**src/wdt_params.svh**
```systemverilog
// constants of the watchdog reset timer: offsets, fields, resets, timing
// assumes a 25 MHz core clock and an 8-bit special-function-register bus
//
// What this block does
// while enabled, a timeout with no completed refresh raises system reset.
// with the enable bit (bit 0) clear nothing runs and no reset is issued.
// the timeout is measured by a 16-bit counter scaled by the prescale.
// prescale bits 7..5 pick 16, 32, 64 ... 2048 ms for codes 000..111.
// a refresh is the first refresh bit (3) set, then the second bit (2).
// every watchdog timeout sets the status flag in bit 1.
// the status flag clears only by writing 0 or by external reset.
// setting the enable bit starts the watchdog with counters cleared.
// a refresh restarts the count, clears both refresh bits, and the
//     second bit alone does nothing.
`ifndef WDT_PARAMS_SVH
`define WDT_PARAMS_SVH

// ****************************************************************
// register map
// ****************************************************************
`define WDT_CTRL_ADDR      8'hC0
`define WDT_CTRL_RESET     8'h00
`define WDT_EN_POS         0
`define WDT_STS_POS        1
`define WDT_R2_POS         2
`define WDT_R1_POS         3
`define WDT_PRE_LSB        5
`define WDT_PRE_MSB        7

// ****************************************************************
// timing
// ****************************************************************
`define WDT_CLK_PERIOD_NS  40
`define WDT_MS_IN_NS       1000000
`define WDT_BASE_TIMEOUT_MS 16
`define WDT_MAX_TIMEOUT_MS 2048
`define WDT_RST_CYCLES     8'h10

`endif

```
**src/wdt_pkg.sv**
```systemverilog
// types of the watchdog reset timer
// assumes wdt_params.svh is compiled with it
`default_nettype none

package wdt_pkg;

	// control register, laid out as the byte that software sees
	typedef struct packed {
		logic [2:0] pre;
		logic       unused;
		logic       r1;
		logic       r2;
		logic       sts;
		logic       en;
	} wdt_ctrl_t;

	// gray sequence: off, run, armed, reset
	typedef enum logic [1:0] {
		WDT_OFF   = 2'b00,
		WDT_RUN   = 2'b01,
		WDT_ARMED = 2'b11,
		WDT_RESET = 2'b10
	} wdt_fsm_t;

	typedef struct packed {
		wdt_ctrl_t  ctrl;
		wdt_fsm_t   fsm;
		logic [15:0] tick_cnt;
		logic [15:0] ms_cnt;
		logic [7:0]  rst_cnt;
		logic [7:0]  rdata;
	} wdt_state_t;

	// one special-function-register access from the core
	typedef struct packed {
		logic       wr;
		logic       rd;
		logic [7:0] addr;
		logic [7:0] wdata;
		logic       bit_wr;
		logic [7:0] bit_addr;
		logic       bit_val;
	} wdt_sfr_req_t;

endpackage : wdt_pkg

`default_nettype wire

```
**src/wdt_top.sv**
```systemverilog
// watchdog reset timer with its single control register
// assumes the core drives SFR accesses synchronous to mclk_i, that
// arst_n_i is the power-on / external reset and that sys_rst_o is fed
// back into the system reset tree (but not into arst_n_i of this block)
`include "wdt_params.svh"
`default_nettype none

module wdt_top #(
	parameter int unsigned TICK_CYCLES = `WDT_MS_IN_NS / `WDT_CLK_PERIOD_NS
) (
	// clock and reset
	input  wire logic             mclk_i,
	input  wire logic             arst_n_i,
	// special-function-register bus
	input  wire wdt_pkg::wdt_sfr_req_t sfr_i,
	output var  logic [7:0]       sfr_rdata_o,
	// system
	output var  logic             sys_rst_o,
	output var  logic             timeout_o
);

	// ****************************************************************
	// helpers
	// ****************************************************************
	function automatic logic [15:0] limit_ms(input logic [2:0] pre);
		limit_ms = 16'(`WDT_BASE_TIMEOUT_MS) << pre;
	endfunction

	function automatic logic [7:0] put_bit(input logic [7:0] val,
		input logic [2:0] idx, input logic b);
		logic [7:0] res;
		res      = val;
		res[idx] = b;
		put_bit  = res;
	endfunction

	wdt_pkg::wdt_state_t st;
	wdt_pkg::wdt_state_t next_st;
	logic                hit_byte;
	logic                hit_bit;
	logic                wr_any;
	logic [7:0]          wval;
	logic                tick;
	logic                timeout;
	logic                refresh;
	logic                en_rise;
	logic                clr_sts;
	logic [15:0]         lim;

	assign hit_byte = sfr_i.wr && (sfr_i.addr == `WDT_CTRL_ADDR);
	// bit addresses C0..C7 map onto the eight control bits
	assign hit_bit  = sfr_i.bit_wr &&
		(sfr_i.bit_addr[7:3] == 5'(`WDT_CTRL_ADDR >> 3));
	assign wr_any   = (hit_byte || hit_bit) && (st.fsm != wdt_pkg::WDT_RESET);
	assign wval     = hit_byte ? sfr_i.wdata :
		put_bit(st.ctrl, sfr_i.bit_addr[2:0], sfr_i.bit_val);

	assign lim     = limit_ms(st.ctrl.pre);
	assign tick    = (st.tick_cnt == 16'(TICK_CYCLES - 1));
	assign refresh = wr_any && st.ctrl.r1 && wval[`WDT_R2_POS] &&
		(st.fsm == wdt_pkg::WDT_ARMED);
	// a late prescale change below the count times out at the next tick
	assign timeout = (st.fsm == wdt_pkg::WDT_RUN ||
		st.fsm == wdt_pkg::WDT_ARMED) && st.ctrl.en && tick &&
		(st.ms_cnt >= lim - 16'h0001) && !refresh;
	assign en_rise = wr_any && wval[`WDT_EN_POS] && !st.ctrl.en;
	assign clr_sts = wr_any && !wval[`WDT_STS_POS];

	// ****************************************************************
	// next state
	// ****************************************************************
	always_comb begin
		next_st = st;
		next_st.rdata = 8'h00;
		if (sfr_i.rd && sfr_i.addr == `WDT_CTRL_ADDR) begin
			next_st.rdata = st.ctrl;
		end
		if (wr_any) begin
			next_st.ctrl.pre = wval[`WDT_PRE_MSB:`WDT_PRE_LSB];
			next_st.ctrl.en  = wval[`WDT_EN_POS];
			next_st.ctrl.r1  = wval[`WDT_R1_POS] | st.ctrl.r1;
			// second bit alone is dropped
			next_st.ctrl.r2  = 1'b0;
			if (clr_sts) begin
				next_st.ctrl.sts = 1'b0;
			end
		end
		if (timeout) begin
			next_st.ctrl.sts = 1'b1;
		end
		case (st.fsm)
			wdt_pkg::WDT_OFF: begin
				next_st.tick_cnt = 16'h0000;
				next_st.ms_cnt   = 16'h0000;
				next_st.ctrl.r1  = 1'b0;
				if (en_rise) begin
					next_st.fsm     = wdt_pkg::WDT_RUN;
					next_st.ctrl.r1 = wval[`WDT_R1_POS];
					if (wval[`WDT_R1_POS]) begin
						next_st.fsm = wdt_pkg::WDT_ARMED;
					end
				end
			end
			wdt_pkg::WDT_RUN, wdt_pkg::WDT_ARMED: begin
				next_st.tick_cnt = tick ? 16'h0000 :
					st.tick_cnt + 16'h0001;
				if (tick) begin
					next_st.ms_cnt = st.ms_cnt + 16'h0001;
				end
				if (next_st.ctrl.r1) begin
					next_st.fsm = wdt_pkg::WDT_ARMED;
				end
				if (refresh) begin
					next_st.tick_cnt = 16'h0000;
					next_st.ms_cnt   = 16'h0000;
					next_st.ctrl.r1  = 1'b0;
					next_st.fsm      = wdt_pkg::WDT_RUN;
				end
				if (wr_any && !wval[`WDT_EN_POS]) begin
					next_st.fsm     = wdt_pkg::WDT_OFF;
					next_st.ctrl.r1 = 1'b0;
				end
				if (timeout) begin
					next_st.fsm     = wdt_pkg::WDT_RESET;
					next_st.rst_cnt = `WDT_RST_CYCLES;
				end
			end
			wdt_pkg::WDT_RESET: begin
				// system reset returns control to defaults but keeps status
				next_st.ctrl     = `WDT_CTRL_RESET;
				next_st.ctrl.sts = 1'b1;
				next_st.tick_cnt = 16'h0000;
				next_st.ms_cnt   = 16'h0000;
				next_st.rst_cnt  = st.rst_cnt - 8'h01;
				if (st.rst_cnt == 8'h01) begin
					next_st.fsm = wdt_pkg::WDT_OFF;
				end
			end
			default: begin
				next_st.fsm = wdt_pkg::WDT_OFF;
			end
		endcase
	end

	// ****************************************************************
	// state register
	// ****************************************************************
	always_ff @(posedge mclk_i or negedge arst_n_i) begin
		if (!arst_n_i) begin
			st      <= '0;
			st.ctrl <= `WDT_CTRL_RESET;
			st.fsm  <= wdt_pkg::WDT_OFF;
		end else begin
			st <= next_st;
		end
	end

	assign sfr_rdata_o = st.rdata;
	assign sys_rst_o   = (st.fsm == wdt_pkg::WDT_RESET);
	assign timeout_o   = st.ctrl.sts;
endmodule // wdt_top

`default_nettype wire

```
**config.mk**
```make
export PLATFORM = sky130hd
export DESIGN_NAME = wdt_top
export DESIGN_NICKNAME = d
export VERILOG_FILES = /design/src/wdt_pkg.sv /design/src/wdt_top.sv
export VERILOG_INCLUDE_DIRS = /design/src
export SDC_FILE = /design/constraint.sdc
export NUM_CORES = 1
export LEC_CHECK = 0
export ABC_CLOCK_PERIOD_IN_PS = 2500
export BUFFER_PORTS_ARGS = -buffer_cell sky130_fd_sc_hd__buf_2
export CORE_MARGIN = 3
export CORE_UTILIZATION = 40
export DETAILED_ROUTE_END_ITERATION = 8
export GPL_TIMING_DRIVEN = 1
export HOLD_SLACK_MARGIN = 0.03
export PLACE_DENSITY = 0.63
export SYNTH_ARGS = -nofsm -noshare
export SYNTH_HDL_FRONTEND = slang
export SYNTH_SLANG_ARGS = --single-unit
```
**constraint.sdc**
```tcl
create_clock -name mclk_i -period 2.5 [get_ports mclk_i]
set_input_delay 0.125 -clock mclk_i [delete_from_list [all_inputs] [get_ports mclk_i]]
set_output_delay 0.125 -clock mclk_i [all_outputs]
set_load 0.01 [all_outputs]
```
==> run summary <==
Status = finished clean
Worst EP required = 2.73 ns
Leak Pwr = 0.00154 uW
Post-Synth Adder-Cell Area = 4.72%
Routed length per instance = 13.3 um
CP max FO = 3
Maximum root-to-sink buffer count = 2
Root buf cell = clkbuf_8
Pin count of the biggest net entering global routing = 56
Core Area = 7490 um^2
# port buffers = 37
Placed cell count = 463
# diodes = 0
Critical path type = reg -> reg
Period Utilization, post-route = 96.2%
Area Growth Syn to Fin = 14.2%
Grt ovf = 0
Post-Layout Cell Count = 477
Max-cap violations = 0
Area contributors post-synth = dfrtp_1, ha_1, nor2_1
Final hold slack = 0.0440 ns
Critical Path AT = 2.64 ns
Post-synthesis sequential area ratio = 43.2%
Post-synth EDFFs = 0
CP Capture Type = flop
Synth Area per Inst = 9.45 um^2
#FFs+latches synth = 55
Largest family of logic cells by synthesized area = simple AND/OR/NAND/NOR gates
Fmax = 0.416 GHz
RSZ-0062 raised after global routing = yes
Vias in the first global route = 2334
DIE AREA = 9070 um^2
Mapped Area = 3180 um^2
# rows = 31
CP Launch Type = flop
Most frequent cell after synthesis = dfrtp_1
Die span in y = 95.2 um
Final hold vios = 0
CTS H-tree lvls = 2
CTS buffer count = 5
Setup TNS = 0 ns
Share of post-route cells with drive strength above 1 = 22.2%
Ys flop type = dfrtp_1
Cell count after synthesis = 337
Routed Wire Length = 6350 um
Starting Density = 42.5%
Total Routing Usage GR = 14.4%
Drt first pass iters = 4
Least-Margin Pin Slew = 0.688 ns
Peak supply drop = 377 uV
Mux contribution to synthesized area = 1.93%
Initial antenna violation count = 0
PD cells = 540 nW/um^2
Synth Warn # = 0
Total design power = 1960 uW
Synth area leader = dfrtp_1
Synth Area in XOR/XNOR = 7.70%
CTS clk-pin slew, worst paths = 0.10 ns
Post-synth cell types = 52
Max Clock Skew = 0.0119 ns
Fin crit period = 2.40 ns
Synth top area share = 43.2%
Final nets = 419
Die width = 95.2 um
Via Count = 2525
Worst min path class = in -> reg
Filler cells = 713
Final setup viols = 0
Residual DRC count = 0
I/O pins = 40
Complex-gate fraction of the synthesized area = 9.31%
Post-DP HPWL = 4550 um
CTS tree = built
Via density = 5.29
Slew Viols, Final = 0
Slew headroom = 54.1%
Synth cell count leaders = dfrtp_1, nor2_1, nand2_1
# clock sinks = 55
Reg2reg setup slack = 0.1 ns
Post-Synth Simple-Gate Area = 28.0%
DR iter-0 viols = 131
First-pass GRT wire length = 10500 um
Post-route ant nets = 0
Asr flop ratio synth = 100%
Worst-Skew Late Latency = 0.31 ns
GPL Wtd Cong = 0.881
==> stage by stage <==
step           area [um^2]  worst slack, ns  util [%]
6_report              3640           0.0957      48.6
5_1_grt               3640          -0.0496      48.6
2_1_floorplan         3190           0.0826         -
3_5_place_dp          3450            0.114      46.0
3_3_place_gp          3450            0.135      46.0
4_1_cts               3570           0.0810      47.7
==> where the power goes <==
part           total [uW]  internal, uW  switching (uW)
Sequential           1040           953            85.8
Clock                 595           303             292
Combinational         328           129             199
Total                1960          1390             577
==> layer usage <==
layer / part of all wire (%) / track usage (%) / vias up
met5: 0 / 0 / -
met4: 1.0 / 4.69 / 0
met2: 48 / 23.3 / 33
met3: 2.9 / 3.24 / 7
met1: 49 / 19.1 / 1231
li1: - / - / 1254
==> state kept, by name (all words and copies together) (netlist names) <==
signal	cells
sfr_rdata_o	7
st	47
timeout_o	1
==> cells by family (layout without fill, tap and decap cells) <==
family | Yosys count | in the layout
buffers and inverters | 29 | 69
other | 2 | 3
AOI/OAI and AO/OA | 46 | 46
DFF | 55 | 55
muxes | 6 | 6
and+or+nand+nor | 159 | 159
adders and majority gates | 12 | 12
xor gates and xnor gates | 28 | 28
==> worst paths after layout <==
kind | start | to | cells past startpoint
worst min register to register | st[32] | st[32] | 1
worst max register to register | st[41] | st[49] | 7
worst min-delay path | sfr_i[26] | sfr_rdata_o[7] | 3
worst max-delay path | st[41] | st[49] | 7
max in group asynchronous | arst_n_i | st[56] | 3
min in group asynchronous | arst_n_i | st[31] | 3
==> critical path: stages, from the launching register on <==
cell	delay (ns)
dfrtp_1	0.41
or4_1	0.57
or3_1	0.35
nor4_2	0.34
o211ai_1	0.19
buf_4	0.17
and3_1	0.17
a21oi_1	0.14
==> placed cells by master (no fill, tap or decap), drive strengths merged, types with 2 or more instances in the layout <==
cell and n:
xnor2 13, a21oi 12, nor4 6, and3 10
nor2 48, o31ai 3, xor2 15, or2 2
a31oi 2, nand2 24, nor3 11, dfrtp 55
nand3b 2, and4 2, and2 7, or4 6
a211oi 6, inv 10, nand3 19, nor4b 2
clkbuf 6, buf 50, conb 3, mux2i 5
nand4 9, o211ai 2, nand2b 3, ha 12
or3 6, o22ai 2, o21ai 14
==> cell type report <==
class | count | area, um^2 | area share (%)
inverter | 10 | 37.5 | 1.03
tap | 99 | 124 | 3.41
clock buffer | 6 | 72.6 | 2.00
clock inverter | 2 | 38.8 | 1.07
sequential | 55 | 1380 | 37.9
timing repair buffer | 51 | 293 | 8.05
multi-input combinational | 254 | 1690 | 46.5
==> what timing repair did <==
action / CTS / global route
hold buffers: 1 / 0
setup endpoints to repair: 0 / 10
hold endpoints to repair: 55 / 0
buffers inserted: 0 / 5
resized for setup: 0 / 9
Power figures use the tool's default switching activity.
